## config.mk

```make
export PLATFORM = sky130hd
export DESIGN_NAME = ppcd_regs
export DESIGN_NICKNAME = d
export VERILOG_FILES = /design/src/hw/ppcd_pkg.sv /design/src/hw/ppcd_lane_diag.sv /design/src/hw/ppcd_regs.sv
export SDC_FILE = /design/constraint.sdc
export NUM_CORES = 1
export LEC_CHECK = 0
export ABC_AREA = 1
export BUFFER_PORTS_ARGS = -buffer_cell sky130_fd_sc_hd__buf_2
export CAP_MARGIN = 20
export CORE_ASPECT_RATIO = 1.5
export CORE_MARGIN = 4
export CORE_UTILIZATION = 52
export CTS_CLUSTER_DIAMETER = 200
export DETAILED_ROUTE_END_ITERATION = 7
export GPL_ROUTABILITY_DRIVEN = 0
export HOLD_SLACK_MARGIN = 0.1
export MAX_ROUTING_LAYER = met4
export PLACE_DENSITY = 0.82
export SETUP_SLACK_MARGIN = 0.05
export SYNTH_ARGS = -nofsm -noshare
export SYNTH_HDL_FRONTEND = slang
export SYNTH_SLANG_ARGS = --single-unit
```

## constraint.sdc

```tcl
create_clock -name i_ref_clk -period 2.5 [get_ports i_ref_clk]
set_clock_uncertainty 0.1 [all_clocks]
set_input_delay 0.125 -clock i_ref_clk [delete_from_list [all_inputs] [get_ports i_ref_clk]]
set_output_delay 0.125 -clock i_ref_clk [all_outputs]
set_load 0.05 [all_outputs]
```

## src/hw/ppcd_pkg.sv

```systemverilog
package ppcd_pkg;
   localparam int          PPCD_PORTS          = 8;
   localparam int          PPCD_LANES          = 4;
   localparam logic [11:0] PPCD_ADDR_PORT_CMD  = 12'h0230;
   localparam logic [11:0] PPCD_ADDR_SKIP_CTL  = 12'h0234;
   localparam logic [11:0] PPCD_ADDR_QUAD0     = 12'h0238;
   // Per-port nibble layout of the port command register
   localparam int          PPCD_F_LB_REQ       = 0;
   localparam int          PPCD_F_SCR_OFF      = 1;
   localparam int          PPCD_F_RX_RESTRICT  = 2;
   localparam int          PPCD_F_LB_ACTIVE    = 3;
   localparam int          PPCD_NIBBLE         = 4;
   // Skip interval and port hold fields
   localparam int          PPCD_SKIP_LSB       = 0;
   localparam int          PPCD_SKIP_W         = 12;
   localparam logic [11:0] PPCD_SKIP_RESET     = 12'h049C;
   localparam logic [11:0] PPCD_SKIP_MIN       = 12'h049C;
   localparam logic [11:0] PPCD_SKIP_MAX       = 12'h0602;
   localparam int          PPCD_HOLD_LSB       = 16;
   // Diagnostic fields
   localparam int          PPCD_EXP_LSB        = 0;
   localparam int          PPCD_ACT_LSB        = 8;
   localparam int          PPCD_ERR_LSB        = 16;
   localparam int          PPCD_SEL_LSB        = 24;
   localparam int          PPCD_SRC_BIT        = 30;
   localparam logic [7:0]  PPCD_ERR_MAX        = 8'hFF;
   localparam logic [7:0]  PPCD_BYTE_ZERO      = 8'h00;
   localparam logic [31:0] PPCD_WORD_ZERO      = 32'h0000_0000;
endpackage

```

## src/hw/ppcd_lane_diag.sv

```systemverilog
`timescale 1ns/10ps
module ppcd_lane_diag #(
   parameter int LANES = 4
) (
   input  wire logic                    i_ref_clk,
   input  wire logic                    i_srst,
   input  wire logic                    i_utp_enable,
   input  wire logic                    i_prbs_enable,
   input  wire logic [LANES-1:0]        i_err_pulse,
   input  wire logic [LANES-1:0]        i_cnt_clear,
   output logic      [LANES-1:0][7:0]   o_err_count
);
   // Saturating per-lane error counters
   always_ff @(posedge i_ref_clk) begin
      for (int l = 0; l < LANES; l++) begin
         if (i_srst || i_cnt_clear[l]) begin
            o_err_count[l] <= ppcd_pkg::PPCD_BYTE_ZERO;
         end else if ((i_utp_enable || i_prbs_enable) && i_err_pulse[l]
                      && o_err_count[l] != ppcd_pkg::PPCD_ERR_MAX) begin
            o_err_count[l] <= o_err_count[l] + 8'h01;
         end
      end
   end

   sat_cnt_a: assert property (@(posedge i_ref_clk) disable iff (i_srst)
      (o_err_count[0] == ppcd_pkg::PPCD_ERR_MAX && !i_cnt_clear[0])
      |=> o_err_count[0] == ppcd_pkg::PPCD_ERR_MAX)
      else $error("Error count left saturation");
endmodule // ppcd_lane_diag

```

## src/hw/ppcd_regs.sv

```systemverilog
`timescale 1ns/10ps
// Functional notes
// Per-port nibble: request, scrambler-off, rx restrict, active; request permits loopback master.
// Read-only active bit mirrors training state machine loopback-master status.
// Scrambler-off loaded from EEPROM takes effect at Configuration Complete.
// Software scrambler-off while link up disables scrambler immediately, no retraining.
// Scrambler-off affects only own scrambler, never the link partner's.
// Restrict bit 0: receiver may enter L0s or L1 on idle set.
// Restrict bit 1: receiver may enter only L1, never L0s.
// 12-bit SKIP interval, reset 49Ch, kept within 49Ch to 602h.
// Per-port hold bit keeps training in Detect.Quiet; clear lets it proceed.
// Expected byte shown at bits 7:0 while quad 0 test pattern enabled.
// Received byte shown at bits 15:8 while test pattern enabled.
// Eight-bit saturating error count 0 to 255 at bits 23:16.
// Two-bit lane select chooses which quad 0 lane feeds bits 23:0.
// Bit 30 shows count source: 0 pattern errors, 1 pseudo-random errors.
// Pattern enable makes quad transmit 128-bit pattern in far-end loopback master.
// Port 5 active bit is read-only like all other ports.
module ppcd_regs #(
   parameter int PORTS = 8,
   parameter int LANES = 4
) (
   input  wire logic                  i_ref_clk,
   input  wire logic                  i_srst,
   input  wire logic [11:0]           i_addr,
   input  wire logic                  i_wr,
   input  wire logic                  i_eeprom_load,
   input  wire logic [31:0]           i_wdata,
   output logic      [31:0]           o_rdata,
   input  wire logic [PORTS-1:0]      i_lb_master_est,
   input  wire logic [PORTS-1:0]      i_link_up,
   input  wire logic [PORTS-1:0]      i_cfg_complete,
   input  wire logic [PORTS-1:0]      i_eidle_in_l0,
   input  wire logic                  i_utp_enable,
   input  wire logic                  i_prbs_enable,
   input  wire logic [LANES-1:0][7:0] i_lane_expected,
   input  wire logic [LANES-1:0][7:0] i_lane_received,
   input  wire logic [LANES-1:0]      i_lane_err,
   output logic      [PORTS-1:0]      o_lb_master_allow,
   output logic      [PORTS-1:0]      o_scrambler_off,
   output logic      [PORTS-1:0]      o_l0s_allow,
   output logic      [PORTS-1:0]      o_l1_allow,
   output logic      [PORTS-1:0]      o_hold_detect_quiet,
   output logic      [11:0]           o_skip_interval,
   output logic                       o_utp_transmit
);
   logic [PORTS-1:0] lb_req_reg;
   logic [PORTS-1:0] scr_off_reg;
   logic [PORTS-1:0] scr_from_eeprom_reg;
   logic [PORTS-1:0] rx_restrict_reg;
   logic [PORTS-1:0] lb_active_reg;
   logic [PORTS-1:0] scr_applied_reg;
   logic [PORTS-1:0] hold_reg;
   logic [11:0]      skip_reg;
   logic [11:0]      skip_next;
   logic [1:0]       lane_sel_reg;
   logic [LANES-1:0][7:0] err_count;
   logic [LANES-1:0] cnt_clear;
   logic             wr_cmd;
   logic             wr_skip;
   logic             wr_diag;

   function automatic logic [11:0] clamp_skip(input logic [11:0] v);
      if (v < ppcd_pkg::PPCD_SKIP_MIN) return ppcd_pkg::PPCD_SKIP_MIN;
      if (v > ppcd_pkg::PPCD_SKIP_MAX) return ppcd_pkg::PPCD_SKIP_MAX;
      return v;
   endfunction

   function automatic int nib_bit(input int p, input int f);
      return p * ppcd_pkg::PPCD_NIBBLE + f;
   endfunction

   assign wr_cmd  = i_wr && i_addr == ppcd_pkg::PPCD_ADDR_PORT_CMD;
   assign wr_skip = i_wr && i_addr == ppcd_pkg::PPCD_ADDR_SKIP_CTL;
   assign wr_diag = i_wr && i_addr == ppcd_pkg::PPCD_ADDR_QUAD0;
   assign cnt_clear = '0;
   assign skip_next = clamp_skip(i_wdata[ppcd_pkg::PPCD_SKIP_LSB +: ppcd_pkg::PPCD_SKIP_W]);

   // Port command writable bits
   always_ff @(posedge i_ref_clk) begin
      if (i_srst) begin
         lb_req_reg          <= '0;
         scr_off_reg         <= '0;
         scr_from_eeprom_reg <= '0;
         rx_restrict_reg     <= '0;
      end else if (wr_cmd) begin
         for (int p = 0; p < PORTS; p++) begin
            lb_req_reg[p]      <= i_wdata[p*ppcd_pkg::PPCD_NIBBLE + ppcd_pkg::PPCD_F_LB_REQ];
            scr_off_reg[p]     <= i_wdata[p*ppcd_pkg::PPCD_NIBBLE + ppcd_pkg::PPCD_F_SCR_OFF];
            rx_restrict_reg[p] <= i_wdata[p*ppcd_pkg::PPCD_NIBBLE
                                          + ppcd_pkg::PPCD_F_RX_RESTRICT];
         end
         scr_from_eeprom_reg <= {PORTS{i_eeprom_load}};
      end
   end

   // Loopback master status, hardware only, writes ignored
   always_ff @(posedge i_ref_clk) begin
      if (i_srst) lb_active_reg <= '0;
      else        lb_active_reg <= i_lb_master_est & lb_req_reg;
   end

   // Scrambler disable application
   always_ff @(posedge i_ref_clk) begin
      if (i_srst) begin
         scr_applied_reg <= '0;
      end else begin
         for (int p = 0; p < PORTS; p++) begin
            if (!scr_off_reg[p])
               scr_applied_reg[p] <= 1'b0;
            else if (scr_from_eeprom_reg[p] && i_cfg_complete[p])
               scr_applied_reg[p] <= 1'b1;
            else if (!scr_from_eeprom_reg[p] && i_link_up[p])
               scr_applied_reg[p] <= 1'b1;
         end
      end
   end

   // SKIP interval and hold bits
   always_ff @(posedge i_ref_clk) begin
      if (i_srst) begin
         skip_reg <= ppcd_pkg::PPCD_SKIP_RESET;
         hold_reg <= '0;
      end else if (wr_skip) begin
         skip_reg <= skip_next;
         hold_reg <= i_wdata[ppcd_pkg::PPCD_HOLD_LSB +: PORTS];
      end
   end

   // Lane select
   always_ff @(posedge i_ref_clk) begin
      if (i_srst)       lane_sel_reg <= 2'h0;
      else if (wr_diag) lane_sel_reg <= i_wdata[ppcd_pkg::PPCD_SEL_LSB +: 2];
   end

   ppcd_lane_diag #(.LANES(LANES)) ppcd_lane_diag_inst (
      .i_ref_clk     (i_ref_clk),
      .i_srst        (i_srst),
      .i_utp_enable  (i_utp_enable),
      .i_prbs_enable (i_prbs_enable),
      .i_err_pulse   (i_lane_err),
      .i_cnt_clear   (cnt_clear),
      .o_err_count   (err_count)
   );

   assign o_lb_master_allow   = lb_req_reg;
   // Only local scrambler control leaves this block
   assign o_scrambler_off     = scr_applied_reg;
   assign o_l0s_allow         = ~rx_restrict_reg & i_eidle_in_l0;
   assign o_l1_allow          = i_eidle_in_l0;
   assign o_hold_detect_quiet = hold_reg;
   assign o_skip_interval     = skip_reg;
   assign o_utp_transmit      = i_utp_enable && |lb_active_reg;

   // Read mux
   always_comb begin
      o_rdata = ppcd_pkg::PPCD_WORD_ZERO;
      unique case (i_addr)
         ppcd_pkg::PPCD_ADDR_PORT_CMD: begin
            for (int p = 0; p < PORTS; p++) begin
               o_rdata[nib_bit(p, ppcd_pkg::PPCD_F_LB_REQ)]      = lb_req_reg[p];
               o_rdata[nib_bit(p, ppcd_pkg::PPCD_F_SCR_OFF)]     = scr_off_reg[p];
               o_rdata[nib_bit(p, ppcd_pkg::PPCD_F_RX_RESTRICT)] = rx_restrict_reg[p];
               o_rdata[nib_bit(p, ppcd_pkg::PPCD_F_LB_ACTIVE)]   = lb_active_reg[p];
            end
         end
         ppcd_pkg::PPCD_ADDR_SKIP_CTL: begin
            o_rdata[ppcd_pkg::PPCD_SKIP_LSB +: ppcd_pkg::PPCD_SKIP_W] = skip_reg;
            o_rdata[ppcd_pkg::PPCD_HOLD_LSB +: PORTS] = hold_reg;
         end
         ppcd_pkg::PPCD_ADDR_QUAD0: begin
            if (i_utp_enable) begin
               o_rdata[ppcd_pkg::PPCD_EXP_LSB +: 8] = i_lane_expected[lane_sel_reg];
               o_rdata[ppcd_pkg::PPCD_ACT_LSB +: 8] = i_lane_received[lane_sel_reg];
            end
            o_rdata[ppcd_pkg::PPCD_ERR_LSB +: 8] = err_count[lane_sel_reg];
            o_rdata[ppcd_pkg::PPCD_SEL_LSB +: 2] = lane_sel_reg;
            o_rdata[ppcd_pkg::PPCD_SRC_BIT]      = i_prbs_enable;
         end
         default: o_rdata = ppcd_pkg::PPCD_WORD_ZERO;
      endcase
   end

   skip_range_a: assert property (@(posedge i_ref_clk) disable iff (i_srst)
      skip_reg >= ppcd_pkg::PPCD_SKIP_MIN && skip_reg <= ppcd_pkg::PPCD_SKIP_MAX)
      else $error("Skip interval out of range");
   lb_gate_a: assert property (@(posedge i_ref_clk) disable iff (i_srst)
      (lb_active_reg & ~$past(lb_req_reg)) == '0)
      else $error("Loopback active without request");
   lb_status_a: assert property (@(posedge i_ref_clk) disable iff (i_srst)
      lb_active_reg == $past(i_lb_master_est & lb_req_reg))
      else $error("Active bit does not follow training");
   lb_ro_a: assert property (@(posedge i_ref_clk) disable iff (i_srst)
      (wr_cmd && !i_lb_master_est[5]) |=> !lb_active_reg[5])
      else $error("Port 5 active bit took a write");
   scr_up_a: assert property (@(posedge i_ref_clk) disable iff (i_srst)
      (scr_off_reg[0] && !scr_from_eeprom_reg[0] && i_link_up[0]) |=> o_scrambler_off[0])
      else $error("Scrambler not disabled on live link");
   scr_ee_a: assert property (@(posedge i_ref_clk) disable iff (i_srst)
      (!scr_applied_reg[0] && scr_from_eeprom_reg[0] && !i_cfg_complete[0])
      |=> !scr_applied_reg[0])
      else $error("Loaded scrambler disable before config complete");
   l0s_a: assert property (@(posedge i_ref_clk) disable iff (i_srst)
      rx_restrict_reg[0] |-> !o_l0s_allow[0])
      else $error("L0s allowed while restricted");
   l0s_ok_a: assert property (@(posedge i_ref_clk) disable iff (i_srst)
      (!rx_restrict_reg[0] && i_eidle_in_l0[0]) |-> o_l0s_allow[0] && o_l1_allow[0])
      else $error("Low power entry blocked");
   hold_a: assert property (@(posedge i_ref_clk) disable iff (i_srst)
      wr_skip |=> o_hold_detect_quiet == $past(i_wdata[ppcd_pkg::PPCD_HOLD_LSB +: PORTS]))
      else $error("Hold bits not taken");
   sel_a: assert property (@(posedge i_ref_clk) disable iff (i_srst)
      wr_diag |=> lane_sel_reg == $past(i_wdata[ppcd_pkg::PPCD_SEL_LSB +: 2]))
      else $error("Lane select not taken");
   utp_tx_a: assert property (@(posedge i_ref_clk) disable iff (i_srst)
      (i_utp_enable && lb_active_reg != '0) |-> o_utp_transmit)
      else $error("Pattern transmit not enabled");
   diag_idle_a: assert property (@(posedge i_ref_clk) disable iff (i_srst)
      (i_addr == ppcd_pkg::PPCD_ADDR_QUAD0 && !i_utp_enable)
      |-> o_rdata[ppcd_pkg::PPCD_EXP_LSB +: 8] == ppcd_pkg::PPCD_BYTE_ZERO
          && o_rdata[ppcd_pkg::PPCD_ACT_LSB +: 8] == ppcd_pkg::PPCD_BYTE_ZERO)
      else $error("Pattern bytes shown while disabled");
   src_bit_a: assert property (@(posedge i_ref_clk) disable iff (i_srst)
      (i_addr == ppcd_pkg::PPCD_ADDR_QUAD0)
      |-> o_rdata[ppcd_pkg::PPCD_SRC_BIT] == i_prbs_enable)
      else $error("Count source bit wrong");
endmodule // ppcd_regs
```

# After elaboration in Yosys (flattened, before gate mapping)
# Index checks and enable logic that the tools add are counted.
classes:
  order_cmp: 3
  addsub: 4
  n_eq_ne: 7
  bitwise_logic: 11
  muxes: 37
  reduce_logical: 54
ops:
  columns: ["operator", "count"]
  rows:
  - ["binary-select mux 8 bit (select 2 bit)", 3]
  - ["two-way mux 12 bit", 4]
  - ["equality test 12 x 10 -> 1 bit, second input constant", 3]
  - ["case mux 12 bit (3 select lines)", 1]
  - ["adder 8 x 1 -> 8 bit, second input constant", 4]
  - ["!= test 8 bit, second input constant", 4]
  - ["logical AND 1 bit", 28]
  - ["two-way mux 8 bit", 3]
  - ["case mux 8 bit (3 select lines)", 1]
  - ["two-way mux 1 bit", 20]
  - ["AND 8 bit", 2]
  - ["two-way mux 16 bit", 1]
  - ["nonzero test 2 bit", 8]
  - ["OR reduction 2 bit", 8]
  - ["> comparator 12 x 11 -> 1 bit, second input constant", 1]
  - ["< comparator 12 x 11 -> 1 bit, second input constant", 1]
  - ["zero test 1 bit", 8]
  - ["inverter 1 bit", 8]
  - ["inverter 8 bit", 1]
  - ["case mux 4 bit (2 select lines)", 1]
  - ["OR reduction 8 bit", 1]
  - ["two-way mux 4 bit", 1]
  - ["case mux 2 bit (2 select lines)", 1]
  - ["< comparator 2 x 3 -> 1 bit, second input constant", 1]
  - ["other kinds (2)", 2]
totals:
  output_inout_bits: 85
  regBits: 95
  inputBits: 150
  elab_cells: 136

# Logic depth before layout (Yosys ltp)
logic_depth:
  ltp_word: 5
  depth_mapped: 11
  depth_no_buf: 11

# Cells and area by module
# From an unflattened synthesis, not the netlist that was laid out.
hier_totals:
  hier_cells: 889
  area_unflattened_um2: 5720.5
modules_own_cells:
  columns: ["module", "seq_area_each_um2", "area_per_inst_um2", "cells_each", "n_inst"]
  rows:
  - ["ppcd_regs", 1261.2, 3905.0, 616, 1]
  - ["ppcd_lane_diag", 640.6, 1815.5, 273, 1]

# Least setup slack after synthesis
# Ideal clock, no wire load.
synth_timing:
  path_kind: "in2out"
  start: "in i_addr[1]"
  end: "out o_rdata[20]"
  arrival_time_ps: 1744
  setup_slack_ps: 531
  required_time_ps: 2275
  path_buffers: 2
  path_stages: 6
  cell_sequence: "or2_1 > buf_6 > nor2_2 > nand2_2 > buf_2 > o221ai_1"
synth_between:
  elab_chain_cells: 2
  word_cells_on_any_way: 4
  classes_between: "3 x eq/ne; 1 x mux"
synth_rtl:
  columns: ["element", "line_no", "source"]
  rows:
  - ["from (decl)", "ppcd_regs.sv:25", "input wire logic [11:0] i_addr,"]
  - ["equality test 12 x 10 -> 1 bit", "ppcd_regs.sv:158", "unique case (i_addr)"]
  - ["case mux 8 bit (3 select lines) (*)", "ppcd_regs.sv:158", null]
  - ["to (decl)", "ppcd_regs.sv:29", "output logic [31:0] o_rdata,"]
# Mark *: on every way between the ends. The rest lies on a longest branch, timed or not.

# Worst setup path after layout
layout_timing:
  start: "reg lane_sel_reg[0]"
  end: "out o_rdata[9]"
layout_between:
  elab_chain_cells: 4
layout_rtl:
  columns: ["element", "line_no", "source"]
  rows:
  - ["from (decl)", "ppcd_regs.sv:56", "logic [1:0] lane_sel_reg;"]
  - ["from (signal assigned)", "ppcd_regs.sv:133", "else if (wr_diag) lane_sel_reg <= i_wdata[ppcd_pkg::PPCD_SEL_LSB +: 2];"]
  - ["binary-select mux 8 bit (select 2 bit)", "ppcd_regs.sv:174", "o_rdata[ppcd_pkg::PPCD_ACT_LSB +: 8] = i_lane_received[lane_sel_reg];"]
  - ["two-way mux 8 bit (implied by the code)", "ppcd_regs.sv:174", null]
  - ["two-way mux 16 bit", "ppcd_regs.sv:172", "if (i_utp_enable) begin"]
  - ["case mux 12 bit (3 select lines)", "ppcd_regs.sv:158", null]
# Every way passes these cells. The select of a mux whose other input is x is not followed.

==> metrics.md <==
| Metric | Value |
|---|---|
| Core area | slightly above 10000 um^2 |
| Switching share of power | 25.6% |
| Worst-Margin Slew | 0.554 ns |
| Worst setup margin | between 0.1 and 0.15 ns |
| Post-DP Area | approximately 6700 um^2 |
| DRC violations left | 0 |
| Commonest non-fill, non-tap cell in the layout | buf_2 |
| Fin area | between 7000 and 8000 um^2 |
| Die area | about 12000 um^2 |
| Cell taking the most area after synthesis | dfxtp_1 |
| Min cycle time layout | about 2.4 ns |
| Avg Cell Area, Syn | around 6.5 um^2 |
| Sequential share of power | a little over two fifths |
| Synthesized Nets | 998 |
| Hold Path Class | primary input to flip-flop |
| Pre-CTS WS | approximately 0.4 ns |
| Clk buf depth | 2 |
| P_sw | between 0.8 and 0.9 mW |
| Most frequent cells in the layout | 231 x buf_2, 176 x nand2_1, 102 x nor2_1 |
| Seq cells post-synth | between 90 and 100 |
| Hold depth | 6 |
| N_diodes | 0 |
| Max_slew headroom | ~63% |
| Initial Util | 53.6% |
| Post-DP HPWL | 14.1 mm |
| Area grow syn2layout | 38.3% |
| First-pass GRT wire length | roughly 32 mm |
| R2R depth | 4 |
| Post-synth top area share | a little over a third |
| Crit. End Element | primary output |
| Max reg flops | 32 |
| H-Tree Depth | 3 |
| Filler cells | 803 |
| Reg clk slew, reported paths | 0.07 ns |
| Asr flop ratio synth | 0% |
| Unrepaired setup endpoints after global routing | no |
| Status | complete, no violations |
| Inserted Clock Buffers | 9 |
| Hold WS | between 0.1 and 0.15 ns |
| Die width | a little over 90 um |
| Int Pwr | ~2.6 mW |
| Synth unique cells | 36 |
| EDFF count, synth | 0 |
| Max Slew Vio Count | 0 |
| Register area share after synthesis | approximately a third |
| Max FO, Critical Path | 46 |
| Via density | roughly 5.5 |
| DR WL/cell | ~16 um |
| Synth warnings | 0 |
| Main synth FF type | dfxtp_1 |
| Gr usage total | roughly a third |
| Area of the multi-input gates | ~3000 um^2 |
| Worst VDD drop | about 0.4 mV |
| Top cells by area, synth | dfxtp_1 35%, nand2_1 12%, o21ai_0 8.5% |
| Final net count | 1260 |
| Mapped Cells | between 800 and 900 |
| Data arrival, critical path | ~2.1 ns |
| Crit Path Category | flip-flop to primary output |
| Final setup violation count | 0 |
| CP Launch Type | flip-flop |
| Die Height | between 100 and 150 um |
| Pre-Repair DR Iteration Count | 6 |
| Initial antenna violation count | 0 |
| Number of global-route vias before repair | between 6000 and 7000 |
| Clk pwr share | a little over two fifths |
| PwrDens | 463 nW/um^2 |
| Seq. cell area | around 1900 um^2 |
| Final-report hold violation count | 0 |
| Fmax | 422 MHz |
| IO Count | 235 |
| Max Cap Violations | 0 |
| Logic pwr share | between 10% and 20% |
| CTS root buf | clkbuf_16 |
| Leakage power | about 3.5 nW |
| CTS tree | yes |
| Setup TNS | 0 ns |
| FP Rows | 45 |
| Routed Wire Length | a little over 20 mm |
| Clk_lat worst skew | 0.34 ns |
| CTS sink cnt | 95 |
| Syn Std Cell Area | ~5500 um^2 |
| Vias | around 7000 |
| Antenna viol nets, final | 0 |
| Largest net degree at the start of global routing | just under 50 |
| Part of the cycle the worst path needs | between 90 and 100% |
| DRT iter0 DRCs | around 500 |
| I/O Buffers | between 200 and 250 |
| Critical Path RT | 2.28 ns |
| Largest register by flop count | ppcd_lane_diag_inst.o_err_count |
| Share of cells above drive strength 1 | roughly 26% |
| Grt ovf | 0 |
-- through the flow --
stage / cells / utilization (%) / power [mW]
detailed placement: 1180 / 65.3 / 1.93
CTS: 1251 / 73.9 / 3.47
global route: 1252 / 74.2 / 3.60
floorplan: 844 / - / 1.77
finish: 1252 / 74.2 / 3.50
global placement: 1180 / 65.3 / 1.93
-- logic make-up (layout without fill, tap and decap cells) --
| logic type | after synthesis | count (layout) | synth area share, % |
|---|---|---|---|
| flops | 95 | 95 | 34.8 |
| fa+ha+maj | 4 | 4 | 0.916 |
| xor+xnor | 21 | 21 | 3.37 |
| compound gates | 238 | 238 | 23.6 |
| simple gates | 334 | 334 | 25.5 |
| buf+inv | 152 | 419 | 11.8 |
-- synth_stat cells (4+ instances only) --
cell	instances
nand2_1	176
nor2_1	102
inv_1	97
dfxtp_1	95
o21ai_0	93
a21oi_1	91
nand3_1	25
clkbuf_1	22
o22ai_1	17
xor2_1	13
buf_2	12
o21ai_1	11
buf_4	10
a211oi_1	8
o211ai_1	8
xnor2_1	8
nor3_1	7
nand4_1	6
nor2_2	5
o221ai_1	5
ha_1	4
inv_2	4
o21ai_2	4
-- layer usage --
layer / wire, um / GRT usage [%] / vias to the layer above / share of wire (%)
li1: - / - / 3270 / -
met1: 7360 / 36.0 / 3100 / 36
met2: 10500 / 57.1 / 384 / 51
met3: 1660 / 6.44 / 84 / 8.1
met4: 966 / 16.0 / 0 / 4.7
met5: 0 / - / - / 0
-- worst max-delay path, stage by stage, from the launching register on --
cell      delay [ns]
dfxtp_1         0.40
clkbuf_8        0.32
o21ai_0         0.16
o22ai_1         0.20
inv_1           0.10
nor2_1          0.16
nor2_1          0.06
nor2_1          0.12
buf_2           0.28
-- path summary, 6_finish.rpt --
check	to	slack, ns	start
setup / recovery	o_rdata[9]	0.13	lane_sel_reg[0]$_SDFFE_PP0P_
hold / removal	o_skip_interval[9]$_SDFFE_PP0P_	0.13	i_addr[7]
setup reg to reg	o_scrambler_off[2]$_SDFFE_PP0P_	0.44	scr_from_eeprom_reg[0]$_SDFFE_PP0P_
hold reg to reg	lb_active_reg[0]$_SDFF_PP0_	0.37	o_lb_master_allow[0]$_SDFFE_PP0P_
-- what timing repair did --
item,4_1_cts,5_1_grt
hold endpoints to repair,59,0
resized for setup,0,3
buffers inserted,0,1
hold buffers,55,0
endpoints found under the setup margin,0,10
-- power groups by stage --
stage               Sequential (mW)  Clock [mW]  Combinational (mW)
finish                         1.54        1.53               0.432
global route                   1.54        1.59               0.469
CTS                            1.54        1.52               0.420
detailed placement             1.57           0               0.361
global placement               1.57           0               0.356
floorplan                      1.57           0               0.196
-- final cells by class --
class | instances | area share [%]
tap | 141 | 2.33
timing repair buffer | 299 | 24.3
inverter | 104 | 5.21
clock buffer | 9 | 2.98
multi-input combinational | 597 | 38.7
sequential | 95 | 25.2
clock inverter | 7 | 1.36
Note: power is estimated with default switching activity, not from simulation.
